### src/hdl/cctc_pkg.sv
package cctc_pkg;

    // ==========================================================
    // Register byte addresses
    localparam logic [7:0] OFS_CTRL2    = 8'h00;
    localparam logic [7:0] OFS_CTRL1    = 8'h04;
    localparam logic [7:0] OFS_STATUS   = 8'h08;
    localparam logic [7:0] OFS_CAP1_HI  = 8'h0C;
    localparam logic [7:0] OFS_CAP1_LO  = 8'h10;
    localparam logic [7:0] OFS_CMP1_HI  = 8'h14;
    localparam logic [7:0] OFS_CMP1_LO  = 8'h18;
    localparam logic [7:0] OFS_CNT_HI   = 8'h1C;
    localparam logic [7:0] OFS_CNT_LO   = 8'h20;
    localparam logic [7:0] OFS_ACNT_HI  = 8'h24;
    localparam logic [7:0] OFS_ACNT_LO  = 8'h28;
    localparam logic [7:0] OFS_CAP2_HI  = 8'h2C;
    localparam logic [7:0] OFS_CAP2_LO  = 8'h30;
    localparam logic [7:0] OFS_CMP2_HI  = 8'h34;
    localparam logic [7:0] OFS_CMP2_LO  = 8'h38;

    // ==========================================================
    // Field positions
    localparam int B1_CAP_IE   = 7;
    localparam int B1_CMP_IE   = 6;
    localparam int B1_OVF_IE   = 5;
    localparam int B1_FORCE2   = 4;
    localparam int B1_FORCE1   = 3;
    localparam int B1_LVL2     = 2;
    localparam int B1_EDGE1    = 1;
    localparam int B1_LVL1     = 0;
    localparam int B2_PIN1_EN  = 7;
    localparam int B2_PIN2_EN  = 6;
    localparam int B2_SINGLE   = 5;
    localparam int B2_PWM      = 4;
    localparam int B2_CLK_HI   = 3;
    localparam int B2_CLK_LO   = 2;
    localparam int B2_EDGE2    = 1;
    localparam int B2_EXT_EDGE = 0;
    localparam int BS_FREEZE   = 2;
    // Flag vector order matches status bits 7 down to 3
    localparam int F_CAP1      = 4;
    localparam int F_CMP1      = 3;
    localparam int F_ROLL      = 2;
    localparam int F_CAP2      = 1;
    localparam int F_CMP2      = 0;

    // ==========================================================
    // Codes, reset values, counts
    localparam logic [1:0]  CLK_DIV4    = 2'h0;
    localparam logic [1:0]  CLK_DIV2    = 2'h1;
    localparam logic [1:0]  CLK_DIV8    = 2'h2;
    localparam logic [2:0]  PRE_T4      = 3'h3;
    localparam logic [2:0]  PRE_T2      = 3'h1;
    localparam logic [2:0]  PRE_T8      = 3'h7;
    localparam logic [7:0]  CMP_HI_RST  = 8'h80;
    localparam logic [15:0] CNT_RST     = 16'hFFFC;
    localparam logic [15:0] CNT_TOP     = 16'hFFFF;
    localparam logic [1:0]  RESP_OKAY   = 2'h0;
    localparam logic [1:0]  RESP_SLVERR = 2'h2;

    // ==========================================================
    // Carriers
    typedef struct packed {
        logic first_capture_pin;
        logic second_capture_pin;
        logic external_count_clock_pin;
    } cctc_pins_in_t;

    typedef struct packed {
        logic first_compare_pin;
        logic second_compare_pin;
        logic first_pin_routed;
        logic second_pin_routed;
        logic timer_irq;
    } cctc_pins_out_t;

    typedef struct packed {
        logic [7:0]     ctrl1;
        logic [7:0]     ctrl2;
        logic           freeze;
        logic [4:0]     flags;
        logic [4:0]     armed;
        logic [15:0]    cnt;
        logic [15:0]    cap1;
        logic [15:0]    cap2;
        logic [15:0]    cmp1;
        logic [15:0]    cmp2;
        logic           inh1;
        logic           inh2;
        logic [2:0]     presc;
        logic [2:0]     s_c1;
        logic [2:0]     s_c2;
        logic [2:0]     s_ex;
        logic           lvl1;
        logic           lvl2;
        cctc_pins_out_t pins;
        logic           awready;
        logic           wready;
        logic           arready;
        logic           bvalid;
        logic           rvalid;
        logic           aw_held;
        logic           w_held;
        logic [7:0]     awaddr;
        logic [7:0]     wdata;
        logic           wstrb0;
        logic [1:0]     bresp;
        logic [1:0]     rresp;
        logic [7:0]     rdata;
    } cctc_state_t;

endpackage

### src/hdl/cctc_timer.sv
`timescale 1ns/1ps
// Notes on behaviour
// - Capture irq enable routes either capture flag to the timer interrupt.
// - Compare irq enable routes either match flag to the timer interrupt.
// - Overflow irq enable routes the rollover flag to the timer interrupt.
// - Force-second bit copies second level to second pin output, outside the pulse modes.
// - Force-first bit copies first level to first pin output, outside the pulse modes.
// - Second level driven on second match; on first pin at PWM second match or at single-pulse capture-1 edge.
// - First capture edge bit: 0 falling, 1 rising edge captures.
// - First level driven on first pin at each first-value match.
// - First pin enable only routes output; compare logic always runs.
// - Second pin enable only routes output; compare logic always runs.
// - Single-pulse mode: capture-1 edge starts one pulse, length from first value.
// - PWM mode: pulse from first value, period from second value.
// - Clock select: 00 div4, 01 div2, 10 div8, 11 external clock.
// - Without an external clock pin, external selection stops the counter.
// - Second capture edge bit: 0 falling, 1 rising edge captures.
// - External clock edge bit: 0 falling, 1 rising edge counts.
// - Capture-1 flag on capture or PWM period end; status read then low byte.
// - First match flag on equality outside the pulse modes; cleared by status read then low byte.
// - Rollover flag on wrap to zero; alternate counter access never clears it.
// - Capture-2 flag on capture; cleared by status read then low byte.
// - Second match flag on equality outside PWM mode; cleared by status read then low byte.
// - Freeze bit stops prescaler, counter and compare pin outputs; registers stay usable.
// - PWM second-value match reloads counter to FFFC.
// - Compare high-byte write inhibits matching until low byte written.
module cctc_timer #(
    parameter bit EXT_CLK_PRESENT = 1'b1
) (
    input  wire logic                    aclk,
    input  wire logic                    aresetn,
    input  wire logic [7:0]              s_axi_awaddr,
    input  wire logic                    s_axi_awvalid,
    output logic                         s_axi_awready,
    input  wire logic [31:0]             s_axi_wdata,
    input  wire logic [3:0]              s_axi_wstrb,
    input  wire logic                    s_axi_wvalid,
    output logic                         s_axi_wready,
    output logic [1:0]                   s_axi_bresp,
    output logic                         s_axi_bvalid,
    input  wire logic                    s_axi_bready,
    input  wire logic [7:0]              s_axi_araddr,
    input  wire logic                    s_axi_arvalid,
    output logic                         s_axi_arready,
    output logic [31:0]                  s_axi_rdata,
    output logic [1:0]                   s_axi_rresp,
    output logic                         s_axi_rvalid,
    input  wire logic                    s_axi_rready,
    input  wire cctc_pkg::cctc_pins_in_t pins_i,
    output cctc_pkg::cctc_pins_out_t     pins_o
);
    import cctc_pkg::*;

    cctc_state_t st;
    cctc_state_t n;
    logic        tick;
    logic        m1;
    logic        m2;
    logic        e1;
    logic        e2;
    logic        pwm;
    logic        single_pulse_select;
    logic        rd_go;
    logic        wr_go;
    logic        we;
    logic        cnt_sw_rst;
    logic        stat_rd;
    logic [7:0]  wa;
    logic [7:0]  wd;
    logic [15:0] cnt_inc;
    logic [4:0]  set;
    logic [4:0]  acc;
    logic [4:0]  clr;

    // ==========================================================
    // Helpers
    function automatic logic edge_hit(input logic [2:0] s, input logic rise);
        return (s[1] != s[2]) && (s[1] == rise);
    endfunction

    function automatic logic addr_ok(input logic [7:0] a);
        return (a[1:0] == 2'h0) && (a <= OFS_CMP2_LO);
    endfunction

    function automatic logic touched(input logic rd, input logic [7:0] ra,
                                     input logic wr, input logic [7:0] wa2,
                                     input logic [7:0] off);
        return (rd && ra == off) || (wr && wa2 == off);
    endfunction

    // ==========================================================
    // Next state
    always_comb begin
        n = st;
        set = 5'h00;
        // Three-stage synchronisers; only stages two and three are compared
        n.s_c1 = {st.s_c1[1:0], pins_i.first_capture_pin};
        n.s_c2 = {st.s_c2[1:0], pins_i.second_capture_pin};
        n.s_ex = {st.s_ex[1:0], pins_i.external_count_clock_pin};
        e1 = edge_hit(st.s_c1, st.ctrl1[B1_EDGE1]);
        e2 = edge_hit(st.s_c2, st.ctrl2[B2_EDGE2]);
        pwm = st.ctrl2[B2_PWM];
        single_pulse_select = st.ctrl2[B2_SINGLE] && !pwm;

        // Write channels are accepted in either order
        if (s_axi_awvalid && st.awready) begin
            n.aw_held = 1'b1;
            n.awaddr = s_axi_awaddr;
        end
        if (s_axi_wvalid && st.wready) begin
            n.w_held = 1'b1;
            n.wdata = s_axi_wdata[7:0];
            n.wstrb0 = s_axi_wstrb[0];
        end
        if (st.bvalid && s_axi_bready) begin
            n.bvalid = 1'b0;
        end
        wr_go = n.aw_held && n.w_held && !n.bvalid;
        wa = n.awaddr;
        wd = n.wdata;
        we = wr_go && n.wstrb0 && addr_ok(wa);
        if (wr_go) begin
            n.aw_held = 1'b0;
            n.w_held = 1'b0;
            n.bvalid = 1'b1;
            n.bresp = addr_ok(wa) ? RESP_OKAY : RESP_SLVERR;
        end

        // Read channel
        if (st.rvalid && s_axi_rready) begin
            n.rvalid = 1'b0;
        end
        rd_go = s_axi_arvalid && st.arready;
        stat_rd = rd_go && s_axi_araddr == OFS_STATUS;
        if (rd_go) begin
            n.rvalid = 1'b1;
            n.rresp = addr_ok(s_axi_araddr) ? RESP_OKAY : RESP_SLVERR;
            case (s_axi_araddr)
                OFS_CTRL2:   n.rdata = st.ctrl2;
                OFS_CTRL1:   n.rdata = st.ctrl1;
                OFS_STATUS:  n.rdata = {st.flags, st.freeze, 2'h0};
                OFS_CAP1_HI: n.rdata = st.cap1[15:8];
                OFS_CAP1_LO: n.rdata = st.cap1[7:0];
                OFS_CMP1_HI: n.rdata = st.cmp1[15:8];
                OFS_CMP1_LO: n.rdata = st.cmp1[7:0];
                OFS_CNT_HI:  n.rdata = st.cnt[15:8];
                OFS_CNT_LO:  n.rdata = st.cnt[7:0];
                OFS_ACNT_HI: n.rdata = st.cnt[15:8];
                OFS_ACNT_LO: n.rdata = st.cnt[7:0];
                OFS_CAP2_HI: n.rdata = st.cap2[15:8];
                OFS_CAP2_LO: n.rdata = st.cap2[7:0];
                OFS_CMP2_HI: n.rdata = st.cmp2[15:8];
                OFS_CMP2_LO: n.rdata = st.cmp2[7:0];
                default:     n.rdata = 8'h00;
            endcase
        end

        // Register writes
        cnt_sw_rst = 1'b0;
        if (we) begin
            case (wa)
                OFS_CTRL1:  n.ctrl1 = wd;
                OFS_CTRL2:  n.ctrl2 = wd;
                OFS_STATUS: n.freeze = wd[BS_FREEZE];
                OFS_CMP1_HI: begin
                    n.cmp1[15:8] = wd;
                    n.inh1 = 1'b1;
                end
                OFS_CMP1_LO: begin
                    n.cmp1[7:0] = wd;
                    n.inh1 = 1'b0;
                end
                OFS_CMP2_HI: begin
                    n.cmp2[15:8] = wd;
                    n.inh2 = 1'b1;
                end
                OFS_CMP2_LO: begin
                    n.cmp2[7:0] = wd;
                    n.inh2 = 1'b0;
                end
                OFS_CNT_LO:  cnt_sw_rst = 1'b1;
                OFS_ACNT_LO: cnt_sw_rst = 1'b1;
                default: ;
            endcase
        end

        // Prescaler and external clock
        tick = 1'b0;
        if (!st.freeze) begin
            case (st.ctrl2[B2_CLK_HI:B2_CLK_LO])
                CLK_DIV4: begin
                    tick = st.presc >= PRE_T4;
                    n.presc = tick ? 3'h0 : st.presc + 3'h1;
                end
                CLK_DIV2: begin
                    tick = st.presc >= PRE_T2;
                    n.presc = tick ? 3'h0 : st.presc + 3'h1;
                end
                CLK_DIV8: begin
                    tick = st.presc >= PRE_T8;
                    n.presc = tick ? 3'h0 : st.presc + 3'h1;
                end
                default: begin
                    tick = EXT_CLK_PRESENT &&
                           edge_hit(st.s_ex, st.ctrl2[B2_EXT_EDGE]);
                end
            endcase
        end

        // Counter, compares and captures
        cnt_inc = st.cnt + 16'h0001;
        m1 = tick && !st.inh1 && cnt_inc == st.cmp1;
        m2 = tick && !st.inh2 && cnt_inc == st.cmp2;
        if (tick) begin
            if (pwm && m2) begin
                n.cnt = CNT_RST;
                set[F_CAP1] = 1'b1;
                n.cap1 = cnt_inc;
            end else begin
                n.cnt = cnt_inc;
                set[F_ROLL] = st.cnt == CNT_TOP;
            end
        end
        if (!pwm) begin
            set[F_CMP1] = m1 && !single_pulse_select;
            set[F_CMP2] = m2;
        end
        if (e1 && !pwm && !single_pulse_select) begin
            set[F_CAP1] = 1'b1;
            n.cap1 = st.cnt;
        end
        if (e2) begin
            set[F_CAP2] = 1'b1;
            n.cap2 = st.cnt;
        end

        // Output levels
        if (pwm) begin
            if (m1) begin
                n.lvl1 = st.ctrl1[B1_LVL1];
            end
            if (m2) begin
                n.lvl1 = st.ctrl1[B1_LVL2];
            end
        end else if (single_pulse_select) begin
            if (e1) begin
                n.cnt = CNT_RST;
                n.presc = 3'h0;
                n.lvl1 = st.ctrl1[B1_LVL2];
            end else if (m1) begin
                n.lvl1 = st.ctrl1[B1_LVL1];
            end
        end else begin
            if (m1 || st.ctrl1[B1_FORCE1]) begin
                n.lvl1 = st.ctrl1[B1_LVL1];
            end
            if (m2 || st.ctrl1[B1_FORCE2]) begin
                n.lvl2 = st.ctrl1[B1_LVL2];
            end
        end
        if (cnt_sw_rst) begin
            n.cnt = CNT_RST;
            n.presc = 3'h0;
        end

        // Flag clearing: status read arms, low-byte access clears; set wins
        acc[F_CAP1] = touched(rd_go, s_axi_araddr, wr_go, wa, OFS_CAP1_LO);
        acc[F_CMP1] = touched(rd_go, s_axi_araddr, wr_go, wa, OFS_CMP1_LO);
        acc[F_ROLL] = touched(rd_go, s_axi_araddr, wr_go, wa, OFS_CNT_LO);
        acc[F_CAP2] = touched(rd_go, s_axi_araddr, wr_go, wa, OFS_CAP2_LO);
        acc[F_CMP2] = touched(rd_go, s_axi_araddr, wr_go, wa, OFS_CMP2_LO);
        clr = st.armed & acc;
        n.flags = set | (st.flags & ~clr);
        n.armed = (stat_rd ? (st.armed | st.flags) : st.armed) & ~acc;

        // Pins and interrupt
        n.pins.first_pin_routed = n.ctrl2[B2_PIN1_EN] && !n.freeze;
        n.pins.second_pin_routed = n.ctrl2[B2_PIN2_EN] && !n.freeze;
        n.pins.first_compare_pin = n.pins.first_pin_routed && n.lvl1;
        n.pins.second_compare_pin = n.pins.second_pin_routed && n.lvl2 &&
                                    !n.ctrl2[B2_PWM] && !n.ctrl2[B2_SINGLE];
        n.pins.timer_irq =
            (n.ctrl1[B1_CAP_IE] && (n.flags[F_CAP1] || n.flags[F_CAP2])) ||
            (n.ctrl1[B1_CMP_IE] && (n.flags[F_CMP1] || n.flags[F_CMP2])) ||
            (n.ctrl1[B1_OVF_IE] && n.flags[F_ROLL]);

        n.awready = !n.aw_held && !n.bvalid;
        n.wready = !n.w_held && !n.bvalid;
        n.arready = !n.rvalid;
    end

    // ==========================================================
    // State register
    always_ff @(posedge aclk) begin
        if (!aresetn) begin
            st <= '0;
            st.cmp1[15:8] <= CMP_HI_RST;
            st.cmp2[15:8] <= CMP_HI_RST;
            st.cnt <= CNT_RST;
        end else begin
            st <= n;
        end
    end

    assign s_axi_awready = st.awready;
    assign s_axi_wready  = st.wready;
    assign s_axi_bvalid  = st.bvalid;
    assign s_axi_bresp   = st.bresp;
    assign s_axi_arready = st.arready;
    assign s_axi_rvalid  = st.rvalid;
    assign s_axi_rresp   = st.rresp;
    assign s_axi_rdata   = {24'h000000, st.rdata};
    assign pins_o        = st.pins;

    // ==========================================================
    // Checks
    a_capture_irq_raise: assert property (@(posedge aclk) disable iff (!aresetn)
        st.ctrl1[B1_CAP_IE] && st.flags[F_CAP2] |-> pins_o.timer_irq)
        else $error("capture flag enabled but no interrupt");
    a_irq_all_masked: assert property (@(posedge aclk) disable iff (!aresetn)
        st.ctrl1[7:5] == 3'h0 |-> !pins_o.timer_irq)
        else $error("interrupt raised while every enable is clear");
    a_rollover_sets_flag: assert property (@(posedge aclk) disable iff (!aresetn)
        tick && st.cnt == CNT_TOP && !pwm |=> st.flags[F_ROLL] && st.cnt == 16'h0000)
        else $error("wrap to zero did not set rollover flag");
    a_freeze_holds_count: assert property (@(posedge aclk) disable iff (!aresetn)
        st.freeze && !cnt_sw_rst && !(single_pulse_select && e1) |=> $stable(st.cnt))
        else $error("counter moved while frozen");
    a_freeze_pins_low: assert property (@(posedge aclk) disable iff (!aresetn)
        st.freeze |-> !pins_o.first_compare_pin && !pins_o.second_compare_pin)
        else $error("compare pin driven while frozen");
    a_pwm_period_reload: assert property (@(posedge aclk) disable iff (!aresetn)
        pwm && m2 && !cnt_sw_rst |=> st.cnt == CNT_RST && st.flags[F_CAP1])
        else $error("pwm period end did not reload counter");
    a_capture_edge_flag: assert property (@(posedge aclk) disable iff (!aresetn)
        e1 && !pwm && !single_pulse_select |=> st.flags[F_CAP1] && st.cap1 == $past(st.cnt))
        else $error("selected capture edge not recorded");
    a_inhibit_blocks_match: assert property (@(posedge aclk) disable iff (!aresetn)
        st.inh1 && !st.flags[F_CMP1] && !we |=> !st.flags[F_CMP1])
        else $error("first match flag set while inhibited");
    a_unarmed_no_clear: assert property (@(posedge aclk) disable iff (!aresetn)
        st.flags[F_CMP1] && !st.armed[F_CMP1] |=> st.flags[F_CMP1])
        else $error("match flag cleared without status read");
    a_prescale_div8: assert property (@(posedge aclk) disable iff (!aresetn)
        st.ctrl2[3:2] == CLK_DIV8 && tick |=> !tick [*7])
        else $error("divide by eight ticked too soon");

    // Pulse modes
    a_pwm_no_match: assert property (@(posedge aclk) disable iff (!aresetn)
        pwm && !st.flags[F_CMP1]
        |=> !st.flags[F_CMP1])
        else $error("first match flag set in pwm mode");
    a_pulse_start: assert property (@(posedge aclk) disable iff (!aresetn)
        single_pulse_select && e1
        |=> st.cnt == CNT_RST && st.lvl1 == $past(st.ctrl1[B1_LVL2]))
        else $error("single pulse did not start");
    a_pulse_frees_pin2: assert property (@(posedge aclk) disable iff (!aresetn)
        st.ctrl2[B2_PWM] || st.ctrl2[B2_SINGLE]
        |-> !pins_o.second_compare_pin)
        else $error("second pin driven in a pulse mode");
    a_pwm_capture_value: assert property (@(posedge aclk) disable iff (!aresetn)
        pwm && m2
        |=> st.cap1 == $past(cnt_inc))
        else $error("pwm period end not latched into capture");

endmodule

### config.mk
export PLATFORM = sky130hd
export DESIGN_NAME = cctc_timer
export DESIGN_NICKNAME = d
export VERILOG_FILES = /design/src/hdl/cctc_pkg.sv /design/src/hdl/cctc_timer.sv
export SDC_FILE = /design/constraint.sdc
export NUM_CORES = 1
export LEC_CHECK = 0
export BUFFER_PORTS_ARGS = -buffer_cell sky130_fd_sc_hd__buf_2
export CAP_MARGIN = 15
export CELL_PAD_IN_SITES_DETAIL_PLACEMENT = 1
export CELL_PAD_IN_SITES_GLOBAL_PLACEMENT = 1
export CORE_MARGIN = 1.5
export CORE_UTILIZATION = 44
export DETAILED_ROUTE_END_ITERATION = 8
export HOLD_SLACK_MARGIN = 0.1
export PLACE_DENSITY = 0.9
export SETUP_SLACK_MARGIN = 0.02
export SYNTH_ARGS = -nofsm -noshare
export SYNTH_HDL_FRONTEND = slang
export SYNTH_SLANG_ARGS = --single-unit
export TNS_END_PERCENT = 20
### constraint.sdc
create_clock -name aclk -period 3.2 [get_ports aclk]
set_input_delay 0.64 -clock aclk [delete_from_list [all_inputs] [get_ports aclk]]
set_output_delay 0.64 -clock aclk [all_outputs]
set_load 0.01 [all_outputs]
==> metrics <==
DRC=0; CP Max Fanout=7; routed wl met2=15500 µm; Sink Count=162; RSZ-0062 raised after global routing=yes; die height=144 µm; Net count, final=1195; Metal-1 WL=13200 µm; Setup TNS=0 ps; dpl cells=1373; Final Wtd Congestion=0.975; FMAX=0.326 GHz; Post-Syn Instances=1048; row count=51; first-pass GRT wire length=50800 µm; Yosys reg bits=162; Startpoint Class=flop; Pins Over Slew Limit=0; Slew HR=51.0%; number of vias per cell=6.34; largest net degree at the start of global routing=35; First DRT Iteration DRCs=828; layout cells sized above 1=19.0%; DRT Wirelength=33400 µm; vias in the first global route=9016; CTS Root Cell=clkbuf_16; gr usage total=32.8%; TritonCTS clock tree=yes; Post-Syn Area=8710 µm²; Setup violations, final=0; clk slew on worst S/H paths=70 ps; core area=19500 µm²; sequential cell area fraction in the yosys report=37.2%; crit-path cells=and2_1 > buf_4 > mux2i_2 > nand3_1 > o31ai_1 > a21boi_0 > a41oi_1 > nand2_1 > a211o_1; most frequent cells in the layout=160 x dfxtp_1, 120 x nor2_1, 89 x buf_4; Max clock buf depth=2; leading cell type in the layout, fill and taps excluded=dfxtp_1; met3 WL=2910 µm; Post-Layout Cell Count=1406; Buf/Inv on CP=1; P_leak=3.96 nW; worst-skew pair later-pin latency=440 ps; final period utilization=95.8%; Post-synth EDFFs=0; Top Metal Used=met4; Unique masters post-synth=79; Fin Clk Skew=11.8 ps; post-route ant nets=0; DR WL/cell=23.8 µm; antenna diode count=0; # IOs=108; total CTS buffers=17; GR Overflow Total=0; H-tree depth=4; DPL Wire Length=23400 µm; Vias=8920; die area=20600 µm²; fill cell count=2350; CP endpoint kind=flop; die width=144 µm; average size of a mapped cell=8.31 µm²; synth warn=0; Power Dens Cells=459 nW/µm²; drt first pass iters=7; Most used DFF post-synth=dfxtp_1; critical path class=flop to flop; Final Power=0.00464 W; VDD IR max=0.000376 V; Req. time, crit path=3510 ps; critical path's top delay family=compound AO/OA/AOI/OAI gates; Area Growth Syn to Fin=16.0%; crit path max-delay cell type=o31ai_1; Tightest Pin Transition=714 ps; initial antenna violation count=0; Final Hold Fails=0; fin crit period=3060 ps; largest stage delay on the critical path=490 ps; ys async rst share=0%; crit path DAT=3380 ps; cts hold-fix bufs=0; Port Buf Inserts=54; status=finished clean; Hold/Removal Path Class=input port to flop; initial core utilization=44.8%; Max-cap violations=0
==> worst paths after layout <==
kind	from	endpoint	slack (ps)	cells after the start
min reg2reg	st[30]	s_axi_awready	420	1
min	pins_i[1]	n[47]	410	2
max	s_axi_awready	pins_o[0]	140	9
max reg2reg	s_axi_awready	pins_o[0]	140	9
==> kinds of logic after synthesis <==
group	after synthesis	synth area share (%)
other	1	0.0431
AND/OR/NAND/NOR	384	22.2
flip-flops	162	37.2
buffers and inverters	126	7.59
AO/OA/AOI/OAI	282	21.6
multiplexers	51	6.03
XOR/XNOR	37	4.54
adder cells (fa/ha/maj)	5	0.718
==> metal layers <==
metal | vias to the layer above | global-route usage (%)
met5 | - | 0
met4 | 0 | 18.5
met3 | 141 | 7.60
met2 | 508 | 53.8
met1 | 4341 | 39.4
li1 | 3930 | -
==> power by group <==
part | total [W] | internal (W) | leakage (nW) | switching [W]
registers | 0.00210 | 0.00207 | 1.31 | 0.0000362
clock network | 0.00201 | 0.00111 | 0.282 | 0.000902
logic | 0.000527 | 0.000189 | 2.37 | 0.000338
total | 0.00464 | 0.00336 | 3.96 | 0.00128
==> cell usage after synthesis, types with 11 or more instances <==
cell	n	area (µm²)
mux2_2	12	135
xnor2_1	22	193
nor3b_1	11	82.6
a31oi_1	11	68.8
nor3_1	28	140
and4_1	11	96.3
a211oi_1	23	173
nand2_1	84	315
nor4_1	16	100
and2_1	17	106
a21oi_1	88	440
nand4_1	18	113
o21ai_0	38	190
inv_1	16	60.1
a22oi_1	35	263
nor2_1	120	450
dfxtp_1	162	3240
buf_4	44	330
mux2i_1	39	390
clkbuf_1	44	165
nand3_1	28	140
==> state kept, by name, indices dropped and copies added, names as in the netlist <==
name and flops:
s_axi_wready 1, s_axi_arready 1, s_axi_bvalid 1, s_axi_bresp 1, s_axi_rresp 1, s_axi_rvalid 1
n 6, st 135, pins_o 5, s_axi_rdata 8, pwm 1, s_axi_awready 1
==> through the flow <==
step,worst slack (ps),area (µm²),hold WS [ps],util (%)
3_5_place_dp,-115,9500,411,48.8
5_1_grt,-3.35,10100,413,51.9
4_1_cts,50.1,10100,397,51.7
2_1_floorplan,272,8800,402,-
6_report,136,10100,406,51.9
3_3_place_gp,120,9500,402,48.8
==> final cells by class <==
cell class | instances | area (µm²) | area share [%]
multi-input combinational | 785 | 4930 | 48.8
sequential | 162 | 3250 | 32.1
timing repair buffer | 144 | 958 | 9.49
clock buffer | 23 | 498 | 4.93
tap | 265 | 332 | 3.28
clock inverter | 9 | 72.6 | 0.718
inverter | 18 | 68.8 | 0.681
==> timing repair <==
action | 4_1_cts | 5_1_grt
setup endpoints to repair | 2 | 5
gates resized for setup | 2 | 7
setup buffers | 0 | 1
pin swaps | 0 | 0
(Power assumes the default switching activity.)
